**config.mk**
```make
export PLATFORM = sky130hd
export DESIGN_NAME = lac_top
export DESIGN_NICKNAME = d
export VERILOG_FILES = /design/src/core/lac_pkg.sv /design/src/core/lac_drv_if.sv /design/src/core/lac_out_gate.sv /design/src/core/lac_top.sv
export VERILOG_INCLUDE_DIRS = /design/src /design/src/core
export SDC_FILE = /design/constraint.sdc
export NUM_CORES = 1
export LEC_CHECK = 0
export ABC_CLOCK_PERIOD_IN_PS = 3180
export BUFFER_PORTS_ARGS = -buffer_cell sky130_fd_sc_hd__buf_2
export CAP_MARGIN = 20
export CORE_ASPECT_RATIO = 2
export CORE_MARGIN = 2
export CORE_UTILIZATION = 25
export DETAILED_ROUTE_END_ITERATION = 12
export SLEW_MARGIN = 5
export SYNTH_ARGS = -nofsm -noshare
export SYNTH_HDL_FRONTEND = slang
export SYNTH_SLANG_ARGS = --single-unit
```
**constraint.sdc**
```tcl
create_clock -name pclk -period 3.18 [get_ports pclk]
set_input_delay 0.159 -clock pclk [delete_from_list [all_inputs] [get_ports pclk]]
set_output_delay 0.159 -clock pclk [all_outputs]
set_load 0.03 [all_outputs]
```
**src/core/lac_defines.svh**
```systemverilog
/*
 * Register offsets, field positions, reset values and counts of the lock
 * alarm and output control block.
 * Assumes inclusion by bare name from core/ files; definitions only.
 */
`ifndef LAC_DEFINES_SVH
`define LAC_DEFINES_SVH

// ------------------------------------------------------------
// register byte offsets
// ------------------------------------------------------------
`define LAC_OFF_CTRL     8'h00
`define LAC_OFF_STATUS   8'h04
`define LAC_OFF_STICKY   8'h08
`define LAC_OFF_MASK     8'h0c
`define LAC_OFF_LOL_SET  8'h10
`define LAC_OFF_LOL_CLR  8'h14
`define LAC_OFF_LOL_DLY  8'h18
`define LAC_OFF_OUT_CFG  8'h1c
`define LAC_OFF_SKEW01   8'h20
`define LAC_OFF_SKEW23   8'h24

// ------------------------------------------------------------
// field positions
// ------------------------------------------------------------
`define LAC_CTRL_HRST    0
`define LAC_CTRL_SYNC    1
`define LAC_CTRL_BURN    2
`define LAC_CTRL_SPI3    3
`define LAC_SRC_LOS      0
`define LAC_SRC_OOF      1
`define LAC_SRC_LOL      2
`define LAC_SRC_HOLD     3
`define LAC_STAT_BURNS   4
`define LAC_STAT_SERSEL  6
`define LAC_STAT_LOADING 7
`define LAC_OC_ROUTE     0
`define LAC_OC_POLP      2
`define LAC_OC_POLN      3
`define LAC_OC_DIS       4
`define LAC_OC_DSTATE    5
`define LAC_OC_SYNC      7

// ------------------------------------------------------------
// reset values and limits (thresholds in 0.1 ppm units)
// ------------------------------------------------------------
`define LAC_RST_LOL_SET  18'h00014
`define LAC_RST_LOL_CLR  18'h00002
`define LAC_THR_MIN      18'h00002
`define LAC_THR_MAX      18'h30d40
`define LAC_RST_LOL_DLY  16'h0000
`define LAC_RST_OUT_CFG  32'h03020100
`define LAC_RST_SKEW     32'h00000000
`define LAC_RST_MASK     4'h0
`define LAC_NVM_LAST     3'h5
`define LAC_NVM_MAX_BURN 2'h2

`endif

```
**src/core/lac_pkg.sv**
```systemverilog
/*
 * Types shared by the lock alarm and output control modules.
 * Assumes nothing of its surroundings.
 */
package lac_pkg;

    // ------------------------------------------------------------
    // control sequence and driver disabled state
    // ------------------------------------------------------------
    typedef enum logic [1:0] {
        LAC_ST_LOAD = 2'b00,
        LAC_ST_RUN  = 2'b01
    } lac_state_e;

    typedef enum logic [1:0] {
        LAC_DIS_LOW  = 2'b00,
        LAC_DIS_HIGH = 2'b01,
        LAC_DIS_HIZ  = 2'b10
    } lac_dis_e;

    typedef logic [17:0] lac_thr_t;

endpackage

```
**src/core/lac_drv_if.sv**
```systemverilog
/*
 * Carrier from the control core to one output driver.
 * Assumes one instance per driver, driven by plain assigns in lac_top; the core modport is unused.
 */
`timescale 1ns/1ns
`default_nettype none

interface lac_drv_if;
    logic             src;
    logic             gate;
    logic             dis;
    logic             pol_p;
    logic             pol_n;
    logic             sync_dis;
    lac_pkg::lac_dis_e dstate;

    modport core (output src, gate, dis, pol_p, pol_n, sync_dis, dstate);
    modport drv  (input  src, gate, dis, pol_p, pol_n, sync_dis, dstate);
endinterface

`default_nettype wire

```
**src/core/lac_out_gate.sv**
```systemverilog
/*
 * One output driver: enable gating, polarity, disabled level and
 * synchronous disable of the routed divider clock.
 * Assumes src is a level synchronous to pclk.
 */
`timescale 1ns/1ns
`default_nettype none

module lac_out_gate (
    input  wire logic pclk,
    input  wire logic presetn,
    input  wire logic ce,
    lac_drv_if.drv    drv,
    output logic      out_p,
    output logic      out_n,
    output logic      out_oe
);
    logic active_r, active_nxt;
    logic p_nxt, n_nxt, oe_nxt, en, lvl;

    // ------------------------------------------------------------
    // enable decision and pin levels
    // ------------------------------------------------------------
    always_comb begin
        en  = !drv.gate && !drv.dis;                  // [RULE_12] [RULE_13]
        lvl = (drv.dstate == lac_pkg::LAC_DIS_HIGH);
        if (en) begin
            active_nxt = 1'b1;
        end else if (!drv.sync_dis || !drv.src) begin
            active_nxt = 1'b0;                        // [RULE_15]
        end else begin
            active_nxt = active_r;                    // finish the high half
        end
        p_nxt  = active_nxt ? (drv.src ^ drv.pol_p) : lvl;   // [RULE_11] [RULE_14]
        n_nxt  = active_nxt ? (drv.src ^ drv.pol_n) : lvl;
        oe_nxt = active_nxt || (drv.dstate != lac_pkg::LAC_DIS_HIZ);
    end

    // state and pin registers
    always_ff @(posedge pclk or negedge presetn) begin
        if (!presetn) begin
            active_r <= 1'b0;
            out_p    <= 1'b0;
            out_n    <= 1'b0;
            out_oe   <= 1'b1;
        end else if (ce) begin
            active_r <= active_nxt;
            out_p    <= p_nxt;
            out_n    <= n_nxt;
            out_oe   <= oe_nxt;
        end
    end
endmodule

`default_nettype wire

```
**src/core/lac_top.sv**
```systemverilog
/*
 * Lock loss monitor, alarm pin with masks, output gating, crosspoint,
 * skew settings, divider realignment and power-up load from NVM,
 * all behind an APB slave.
 * Assumes all inputs synchronous to pclk and NVM read data valid in the
 * same cycle as nvm_addr.
 */
`timescale 1ns/1ns
`default_nettype none
`include "lac_defines.svh"

// Behaviour
// RULE_01 - lock loss flag set on lost sync
// RULE_02 - lock loss pin shows live state
// RULE_03 - separate set and clear frequency comparators
// RULE_04 - thresholds programmable 0.2 to 20000 ppm
// RULE_05 - optional timer delays lock loss clear
// RULE_06 - live and sticky lock loss flags
// RULE_07 - alarm on any status source event
// RULE_08 - per source mask blocks alarm
// RULE_09 - alarm drops when host clears sticky
// RULE_10 - crosspoint routes drivers, NVM default
// RULE_11 - per pin polarity, in phase default
// RULE_12 - gate pin high disables all drivers
// RULE_13 - per driver register disable bit
// RULE_14 - disabled driver low, high or hiz
// RULE_15 - optional synchronous disable avoids runt pulses
// RULE_16 - signed skew per divider path
// RULE_17 - skew defaults restored on reset, NVM
// RULE_18 - dividers reset on init and reset
// RULE_19 - sync bit realigns dividers only
// RULE_20 - NVM load at power-up, two burns
// RULE_21 - serial select pin, 3 or 4 wire
// RULE_22 - los and oof live and sticky flags
// RULE_23 - set crossing abandons clear timer
module lac_top (
    input  wire logic        pclk,
    input  wire logic        presetn,
    input  wire logic        ce,
    input  wire logic        psel,
    input  wire logic        penable,
    input  wire logic        pwrite,
    input  wire logic [7:0]  paddr,
    input  wire logic [31:0] pwdata,
    output logic      [31:0] prdata,
    output logic             pready,
    output logic             pslverr,
    input  wire logic [17:0] freq_diff,
    input  wire logic        signal_loss,
    input  wire logic        frequency_excursion,
    input  wire logic        holdover,
    input  wire logic [3:0]  synth_dividers,
    input  wire logic        out_gate,
    input  wire logic        serial_sel,
    output logic      [2:0]  nvm_addr,
    input  wire logic [31:0] nvm_rdata,
    input  wire logic        nvm_present,
    input  wire logic [1:0]  nvm_burns_used,
    output logic             nvm_burn,
    output logic             lock_loss_pin,
    output logic             alarm_pin,
    output logic      [63:0] skew_delay_paths,
    output logic             div_reset,
    output logic             div_sync,
    output logic             spi_3wire,
    output logic      [3:0]  out_p,
    output logic      [3:0]  out_n,
    output logic      [3:0]  out_oe
);
    localparam int NUM_OUT = 4;

    lac_pkg::lac_state_e st_r, st_nxt;
    logic [2:0]        idx_r, idx_nxt;
    logic [3:0]        mask_r, mask_nxt;
    lac_pkg::lac_thr_t set_thr_r, set_thr_nxt, clr_thr_r, clr_thr_nxt;
    logic [15:0]       dly_r, dly_nxt, tmr_r, tmr_nxt;
    logic [31:0]       out_cfg_r, out_cfg_nxt, skew01_r, skew01_nxt, skew23_r, skew23_nxt;
    logic              spi3_r, spi3_nxt, div_reset_r, div_reset_nxt;
    logic              div_sync_r, div_sync_nxt, burn_r, burn_nxt;
    logic              lol_r, lol_nxt, alarm_r, alarm_nxt;
    logic [3:0]        sticky_r, sticky_nxt, live;
    logic [31:0]       prdata_r, prdata_nxt;
    logic              wr_en, hrst;

    // ------------------------------------------------------------
    // helpers
    // ------------------------------------------------------------
    function automatic lac_pkg::lac_thr_t clamp_thr(input logic [17:0] v);
        if (v < `LAC_THR_MIN) begin
            clamp_thr = `LAC_THR_MIN;
        end else if (v > `LAC_THR_MAX) begin
            clamp_thr = `LAC_THR_MAX;
        end else begin
            clamp_thr = v;
        end
    endfunction

    function automatic logic addr_ok(input logic [7:0] a);
        addr_ok = (a[1:0] == 2'h0) && (a <= `LAC_OFF_SKEW23);
    endfunction

    // ------------------------------------------------------------
    // apb slave: zero wait, error on unmapped word
    // ------------------------------------------------------------
    assign pready  = ce;
    assign pslverr = psel && penable && !addr_ok(paddr);
    assign wr_en   = psel && penable && pwrite && ce && addr_ok(paddr);
    assign hrst    = wr_en && (paddr == `LAC_OFF_CTRL) && pwdata[`LAC_CTRL_HRST];
    assign prdata  = prdata_r;

    // status sources: live view
    assign live = {holdover, lol_r, frequency_excursion, signal_loss}; // [RULE_22]

    // ------------------------------------------------------------
    // configuration, load sequence and command pulses
    // ------------------------------------------------------------
    always_comb begin
        st_nxt       = st_r;
        idx_nxt      = idx_r;
        mask_nxt     = mask_r;
        set_thr_nxt  = set_thr_r;
        clr_thr_nxt  = clr_thr_r;
        dly_nxt      = dly_r;
        out_cfg_nxt  = out_cfg_r;
        skew01_nxt   = skew01_r;
        skew23_nxt   = skew23_r;
        spi3_nxt     = spi3_r;
        div_sync_nxt = 1'b0;
        burn_nxt     = 1'b0;
        if (wr_en) begin
            case (paddr)
                `LAC_OFF_CTRL: begin
                    spi3_nxt     = pwdata[`LAC_CTRL_SPI3];                  // [RULE_21]
                    div_sync_nxt = pwdata[`LAC_CTRL_SYNC];                  // [RULE_19]
                    burn_nxt     = pwdata[`LAC_CTRL_BURN]
                                   && (nvm_burns_used < `LAC_NVM_MAX_BURN); // [RULE_20]
                end
                `LAC_OFF_MASK:    mask_nxt    = pwdata[3:0];
                `LAC_OFF_LOL_SET: set_thr_nxt = clamp_thr(pwdata[17:0]);    // [RULE_04]
                `LAC_OFF_LOL_CLR: clr_thr_nxt = clamp_thr(pwdata[17:0]);    // [RULE_04]
                `LAC_OFF_LOL_DLY: dly_nxt     = pwdata[15:0];
                `LAC_OFF_OUT_CFG: out_cfg_nxt = pwdata;
                `LAC_OFF_SKEW01:  skew01_nxt  = pwdata;                     // [RULE_16]
                `LAC_OFF_SKEW23:  skew23_nxt  = pwdata;
                default: ;
            endcase
        end
        unique case (st_r)
            lac_pkg::LAC_ST_LOAD: begin
                // copy stored defaults word by word
                if (nvm_present) begin                                       // [RULE_20]
                    case (idx_r)
                        3'h0:    out_cfg_nxt = nvm_rdata;                    // [RULE_10]
                        3'h1:    set_thr_nxt = clamp_thr(nvm_rdata[17:0]);
                        3'h2:    clr_thr_nxt = clamp_thr(nvm_rdata[17:0]);
                        3'h3:    dly_nxt     = nvm_rdata[15:0];
                        3'h4:    skew01_nxt  = nvm_rdata;                    // [RULE_17]
                        default: skew23_nxt  = nvm_rdata;
                    endcase
                end
                if (idx_r == `LAC_NVM_LAST) begin
                    st_nxt = lac_pkg::LAC_ST_RUN;
                end else begin
                    idx_nxt = idx_r + 3'h1;
                end
            end
            lac_pkg::LAC_ST_RUN: ;
            default: st_nxt = lac_pkg::LAC_ST_LOAD;
        endcase
        // hard reset: back to defaults, then reload
        if (hrst) begin                                                       // [RULE_17]
            st_nxt      = lac_pkg::LAC_ST_LOAD;
            idx_nxt     = 3'h0;
            mask_nxt    = `LAC_RST_MASK;
            set_thr_nxt = `LAC_RST_LOL_SET;
            clr_thr_nxt = `LAC_RST_LOL_CLR;
            dly_nxt     = `LAC_RST_LOL_DLY;
            out_cfg_nxt = `LAC_RST_OUT_CFG;
            skew01_nxt  = `LAC_RST_SKEW;
            skew23_nxt  = `LAC_RST_SKEW;
            spi3_nxt    = 1'b0;
            div_sync_nxt = 1'b0;
            burn_nxt    = 1'b0;
        end
        div_reset_nxt = (st_nxt == lac_pkg::LAC_ST_LOAD);                     // [RULE_18]
    end

    always_ff @(posedge pclk or negedge presetn) begin
        if (!presetn) begin
            st_r        <= lac_pkg::LAC_ST_LOAD;
            idx_r       <= 3'h0;
            mask_r      <= `LAC_RST_MASK;
            set_thr_r   <= `LAC_RST_LOL_SET;
            clr_thr_r   <= `LAC_RST_LOL_CLR;
            dly_r       <= `LAC_RST_LOL_DLY;
            out_cfg_r   <= `LAC_RST_OUT_CFG;
            skew01_r    <= `LAC_RST_SKEW;
            skew23_r    <= `LAC_RST_SKEW;
            spi3_r      <= 1'b0;
            div_reset_r <= 1'b1;
            div_sync_r  <= 1'b0;
            burn_r      <= 1'b0;
        end else if (ce) begin
            st_r        <= st_nxt;
            idx_r       <= idx_nxt;
            mask_r      <= mask_nxt;
            set_thr_r   <= set_thr_nxt;
            clr_thr_r   <= clr_thr_nxt;
            dly_r       <= dly_nxt;
            out_cfg_r   <= out_cfg_nxt;
            skew01_r    <= skew01_nxt;
            skew23_r    <= skew23_nxt;
            spi3_r      <= spi3_nxt;
            div_reset_r <= div_reset_nxt;
            div_sync_r  <= div_sync_nxt;
            burn_r      <= burn_nxt;
        end
    end

    // ------------------------------------------------------------
    // lock loss monitor, sticky flags and alarm
    // ------------------------------------------------------------
    always_comb begin
        lol_nxt = lol_r;
        tmr_nxt = tmr_r;
        if (st_r != lac_pkg::LAC_ST_RUN || hrst) begin
            lol_nxt = 1'b1;
            tmr_nxt = 16'h0000;
        end else if (freq_diff > set_thr_r) begin
            lol_nxt = 1'b1;                         // [RULE_01] [RULE_03]
            tmr_nxt = 16'h0000;                     // [RULE_23]
        end else if (lol_r && freq_diff < clr_thr_r) begin
            if (tmr_r >= dly_r) begin               // [RULE_05]
                lol_nxt = 1'b0;
                tmr_nxt = 16'h0000;
            end else begin
                tmr_nxt = tmr_r + 16'h0001;
            end
        end else begin
            tmr_nxt = 16'h0000;                     // inside the hysteresis band
        end
        sticky_nxt = hrst ? 4'h0 : sticky_r;
        if (wr_en && paddr == `LAC_OFF_STICKY) begin
            sticky_nxt = sticky_r & ~pwdata[3:0];   // [RULE_09]
        end
        sticky_nxt = sticky_nxt | live;             // set wins [RULE_06] [RULE_22]
        alarm_nxt  = |(sticky_r & ~mask_r);         // [RULE_07] [RULE_08]
    end

    always_ff @(posedge pclk or negedge presetn) begin
        if (!presetn) begin
            lol_r    <= 1'b1;
            tmr_r    <= 16'h0000;
            sticky_r <= 4'h0;
            alarm_r  <= 1'b0;
        end else if (ce) begin
            lol_r    <= lol_nxt;
            tmr_r    <= tmr_nxt;
            sticky_r <= sticky_nxt;
            alarm_r  <= alarm_nxt;
        end
    end

    // ------------------------------------------------------------
    // read data, captured in the setup cycle
    // ------------------------------------------------------------
    always_comb begin
        prdata_nxt = prdata_r;
        if (psel && !penable && !pwrite) begin
            case (paddr)
                `LAC_OFF_CTRL:    prdata_nxt = {28'h0, spi3_r, 3'h0};
                `LAC_OFF_STATUS:  prdata_nxt = {24'h0, (st_r == lac_pkg::LAC_ST_LOAD),
                                                serial_sel, nvm_burns_used, live};
                `LAC_OFF_STICKY:  prdata_nxt = {28'h0, sticky_r};
                `LAC_OFF_MASK:    prdata_nxt = {28'h0, mask_r};
                `LAC_OFF_LOL_SET: prdata_nxt = {14'h0, set_thr_r};
                `LAC_OFF_LOL_CLR: prdata_nxt = {14'h0, clr_thr_r};
                `LAC_OFF_LOL_DLY: prdata_nxt = {16'h0, dly_r};
                `LAC_OFF_OUT_CFG: prdata_nxt = out_cfg_r;
                `LAC_OFF_SKEW01:  prdata_nxt = skew01_r;
                `LAC_OFF_SKEW23:  prdata_nxt = skew23_r;
                default:          prdata_nxt = 32'h0;
            endcase
        end
    end

    always_ff @(posedge pclk or negedge presetn) begin
        if (!presetn) begin
            prdata_r <= 32'h0;
        end else if (ce) begin
            prdata_r <= prdata_nxt;
        end
    end

    // outputs from registers
    assign lock_loss_pin    = lol_r;                // [RULE_02]
    assign alarm_pin        = alarm_r;
    assign skew_delay_paths = {skew23_r, skew01_r}; // [RULE_16]
    assign div_reset        = div_reset_r;
    assign div_sync         = div_sync_r;
    assign nvm_burn         = burn_r;
    assign nvm_addr         = idx_r;
    assign spi_3wire        = spi3_r;

    // ------------------------------------------------------------
    // crosspoint and drivers
    // ------------------------------------------------------------
    for (genvar g = 0; g < NUM_OUT; g++) begin : g_drv
        lac_drv_if drv_if ();
        logic [7:0] c;
        assign c                = out_cfg_r[8*g +: 8];
        assign drv_if.src       = synth_dividers[c[`LAC_OC_ROUTE +: 2]]; // [RULE_10]
        assign drv_if.gate      = out_gate;                              // [RULE_12]
        assign drv_if.dis       = c[`LAC_OC_DIS];                        // [RULE_13]
        assign drv_if.pol_p     = c[`LAC_OC_POLP];                       // [RULE_11]
        assign drv_if.pol_n     = c[`LAC_OC_POLN];
        assign drv_if.sync_dis  = c[`LAC_OC_SYNC];
        assign drv_if.dstate    = lac_pkg::lac_dis_e'(c[`LAC_OC_DSTATE +: 2]);
        lac_out_gate i_lac_out_gate (
            .pclk    (pclk),
            .presetn (presetn),
            .ce      (ce),
            .drv     (drv_if.drv),
            .out_p   (out_p[g]),
            .out_n   (out_n[g]),
            .out_oe  (out_oe[g])
        );
    end
endmodule

`default_nettype wire

```
==> metrics.md <==
| Metric | Value |
|---|---|
| Final setup violation count | 0 |
| GRT Overall Usage | 22.9% |
| Number of fill cells | 5996 |
| Met1 layer usage reported by global route | roughly 22% |
| Chip Height | 343 um |
| Crit share post-route | 95.7% |
| Later-pin clock latency in the skew report | 590 ps |
| Post-Route Setup TNS | 0 ps |
| CTS H-tree depth | 1 |
| Total iterations of the first detailed-routing run | 9 |
| Unrepaired setup endpoints after global routing | no |
| Core footprint | 56900 um^2 |
| Share of cells above drive strength 1 | between 15 and 20% |
| GRT busiest layer | met2 |
| Worst min path class | in -> reg |
| Final critical delay including setup and external delays | 3040 ps |
| Met2 capacity usage during global routing | roughly 40% |
| End of the worst register-to-register path | tmr_r[12] |
| Sequential group share of total power | a little under two fifths |
| Buffers added on ports | 226 |
| Post-synthesis average cell area | 8.58 um^2 |
| Syn nets | 1840 |
| HP Start | nvm_rdata[10] |
| Site row count | between 100 and 150 |
| Cell area after synthesis | 14400 um^2 |
| Total count of max-transition violations in the final report | 0 |
| Kind of launch point of the worst setup path | input pin |
| Net switching power of the design | a little under 7 mW |
| IR drop worst, VDD | 0.000369 V |
| Count of flip-flops with a built-in enable after synthesis | 0 |
| CTS Buf Count | 24 |
| Pin count of the biggest net entering global routing | 88 |
| Max Fanout on Critical Path | 9 |
| Worst slew pin tran | 1040 ps |
| Clock tree from TritonCTS | built |
| Post-detailed-placement half-perimeter wirelength | 51200 um |
| Total of flip-flops plus latches after synthesis | 231 |
| Initial antenna violation count | 18 |
| Primary FF master, synth | sky130_fd_sc_hd__dfrtp_1 |
| Relative area change from synthesis to final layout | 22.6% |
| Chip width | 174 um |
| Initial cell density of the core | 25.2% |
| Number of global-route vias before repair | 14800 |
| Outcome | finished clean |
| Clk Tree Root Cell | sky130_fd_sc_hd__clkbuf_16 |
| Category of the worst setup path capture point | register |
| Overall die area | 59600 um^2 |
| Final weighted congestion in routability-driven placement | 0.987 |
| Global route total overflow | 0 |
| Kind of critical path | in -> reg |
| Met3 track demand over resource in global routing | 5.57% |
| Reported max-cap violation count | 0 |
| Post-detailed-route count of antenna-violating nets | 0 |
| Setup Skew | roughly 32 ps |
| Combinational share of power | 42.8% |
| Async SR Flop Fraction | 100% |
| Launching point of the worst reg2reg path | clr_thr_r[3] |
| CTS Hold Bufs | 35 |
| Total number of vias | between 10000 and 15000 |
| Yosys warnings | 0 |
| Number of instances in the synthesized netlist | approximately 1700 |
| Hold violation total from the final report | 0 |
| First-iteration detailed-routing DRC count | 1642 |
| Data arrival time of the critical path | 3550 ps |
| Post-CTS sizing | 0 |
| Number of cells traversed by the worst register-to-register path | 12 |
| Clock tree buffer depth | 3 |
| Post-layout net count | approximately 2000 |
| Util after Layout | a little under a third |
| Sw Share | 45.6% |
| Wire length of the first global-routing pass | 101000 um |
| Fraction of power consumed by the clock network | 20.2% |
| Proportion of synthesized chip area in sequential cells | 40.3% |
| Internal reg-to-reg setup slack | ~250 ps |
| Count of different cell masters after synthesis | 66 |
| Data required time at the worst endpoint | 3680 ps |
| Wire length after detailed routing | 70200 um |
| Routed wirelength normalized by instance count | 26.4 um |
| DR DRC count | 0 |
| Critical path destination | clr_thr_r[14] |
| Internal | 8.09 mW |
| Number of vias per cell | 5.62 |
| Critical path launch point | nvm_rdata[4] |
| Clock Sink Count | 231 |
| Tightest slew margin relative to the limit | 30.7% |
| PwrDens | roughly 840 nW/um^2 |
| # Post-CTS Setup Buffers | 0 |
| Number of top-level design ports | 227 |
| Static leakage power | 7.56 nW |
| Max frequency | 0.328 GHz |
| Reg clk slew, reported paths | 70 ps |
==> cells in the final DEF (no fill, tap or decap), drive strengths merged, types with 6 or more instances in the layout <==
cell	netlist	routed
buf	48	293
dfrtp	218	218
a21oi	194	194
nand2	193	193
nor2	148	148
o21ai	92	92
inv	88	89
a22o	77	77
mux2i	65	65
ha	57	57
nand3	50	50
a31oi	40	40
a22oi	35	35
dlygate4sd3	0	35
clkbuf	96	34
o22ai	30	30
o2bb2ai	24	24
nor3	21	21
a222oi	18	18
a221oi	15	15
and3	14	14
dfstp	13	13
o211ai	12	12
nand4	12	12
nor4	12	12
and2	10	10
o221ai	9	9
diode	0	8
xor2	8	8
o32ai	7	7
a211oi	6	6
==> power by group through the flow <==
stage          registers, mW  clock network (mW)  logic (mW)
3_3_place_gp            5.48                   0        6.12
5_1_grt                 5.62                3.15        6.98
6_report                5.52                3.00        6.36
3_5_place_dp            5.52                   0        6.26
2_1_floorplan           5.97                   0        3.37
4_1_cts                 5.48                3.04        6.36
==> worst min path at each step <==
stage | slack, ps | to | depth (start not counted)
after global routing | 10 | set_thr_r[16] | 3
after detailed placement | 250 | g_drv[3].i_lac_out_gate.out_p | 1
after global placement | 240 | prdata[26] | 1
final | 20 | set_thr_r[10] | 3
after CTS | 0.5 | set_thr_r[8] | 3
after floorplan | -140 | alarm_pin | 0
==> synth_stat cells, drive strengths merged, types with 6 or more instances <==
cell type / number / area (um^2)
nor4: 12 / 90.1
nand3: 50 / 250
mux2i: 65 / 651
a222oi: 18 / 180
and3: 14 / 87.6
o21ai: 92 / 464
o2bb2ai: 24 / 210
a31oi: 40 / 250
inv: 88 / 330
dfstp: 13 / 342
nor2: 148 / 568
o22ai: 30 / 188
nor3: 21 / 121
nand2: 193 / 724
nand4: 12 / 75.1
ha: 57 / 713
o32ai: 7 / 61.3
o211ai: 12 / 90.1
a22oi: 35 / 263
buf: 48 / 300
o221ai: 9 / 78.8
a211oi: 6 / 45.0
dfrtp: 218 / 5460
clkbuf: 96 / 360
a22o: 77 / 674
a221oi: 15 / 131
xor2: 8 / 70.1
and2: 10 / 62.6
a21oi: 194 / 971
==> flip-flops by register name, summed over array words and instances (netlist names) <==
name,flops
tmr_r,16
alarm_pin,1
sticky_r,4
g_drv.i_lac_out_gate.out_n,4
lock_loss_pin,1
mask_r,4
div_reset,1
nvm_burn,1
g_drv.i_lac_out_gate.out_oe,4
g_drv.i_lac_out_gate.active_r,4
clr_thr_r,18
spi_3wire,1
out_cfg_r,32
set_thr_r,18
skew01_r,32
skew23_r,32
div_sync,1
prdata,32
g_drv.i_lac_out_gate.out_p,4
dly_r,16
nvm_addr,3
st_r,2
==> per-stage QoR <==
step	setup WS [ps]	instances	area, um^2	total power, mW	hold slack, ps
4_1_cts	203	2656	17600	14.9	0.536
3_5_place_dp	221	2580	16500	11.8	251
3_3_place_gp	200	2580	16500	11.6	238
6_report	135	2664	17600	14.9	23.0
5_1_grt	40.7	2661	17600	15.8	14.6
2_1_floorplan	812	1675	14400	9.34	-137
==> cell type report <==
cell class	instances	area, um^2	share of cell area, %
repair buffers	328	2110	12.0
clock inverters	7	77.6	0.440
clock buffers	34	708	4.02
flip-flops and latches	231	5800	32.9
multi-input cells	1211	7630	43.3
inverters	89	335	1.90
well taps	756	946	5.37
diodes	8	20.0	0.114
==> critical path, cell delays in order <==
cell and delay [ps]:
sky130_fd_sc_hd__dlygate4sd3_1 560, sky130_fd_sc_hd__buf_2 220, sky130_fd_sc_hd__nor4_1 790, sky130_fd_sc_hd__nand2_1 260
sky130_fd_sc_hd__o2111ai_1 270, sky130_fd_sc_hd__a21o_1 380, sky130_fd_sc_hd__nand3_1 310, sky130_fd_sc_hd__nor2_1 430
sky130_fd_sc_hd__nand2_1 100, sky130_fd_sc_hd__nand2_1 80
==> metal layers <==
| metal | vias to the layer above | part of all wire, % | routed length, um |
|---|---|---|---|
| met5 | - | 0.16 | 113 |
| met4 | 18 | 10 | 7190 |
| met3 | 314 | 8.2 | 5790 |
| met2 | 870 | 49 | 34500 |
| met1 | 7207 | 32 | 22600 |
| li1 | 6553 | - | - |
==> cells by family (layout without fill, tap and decap cells) <==
logic type	Yosys count	count (layout)	synth area share [%]
xor+xnor	8	8	0.487
fa+ha+maj	57	57	4.96
buf+inv	233	458	6.92
simple gates	486	486	15.2
other cells	0	8	0
mux	69	69	5.15
compound gates	591	591	26.9
flops	231	231	40.3
(Power assumes the default switching activity.)
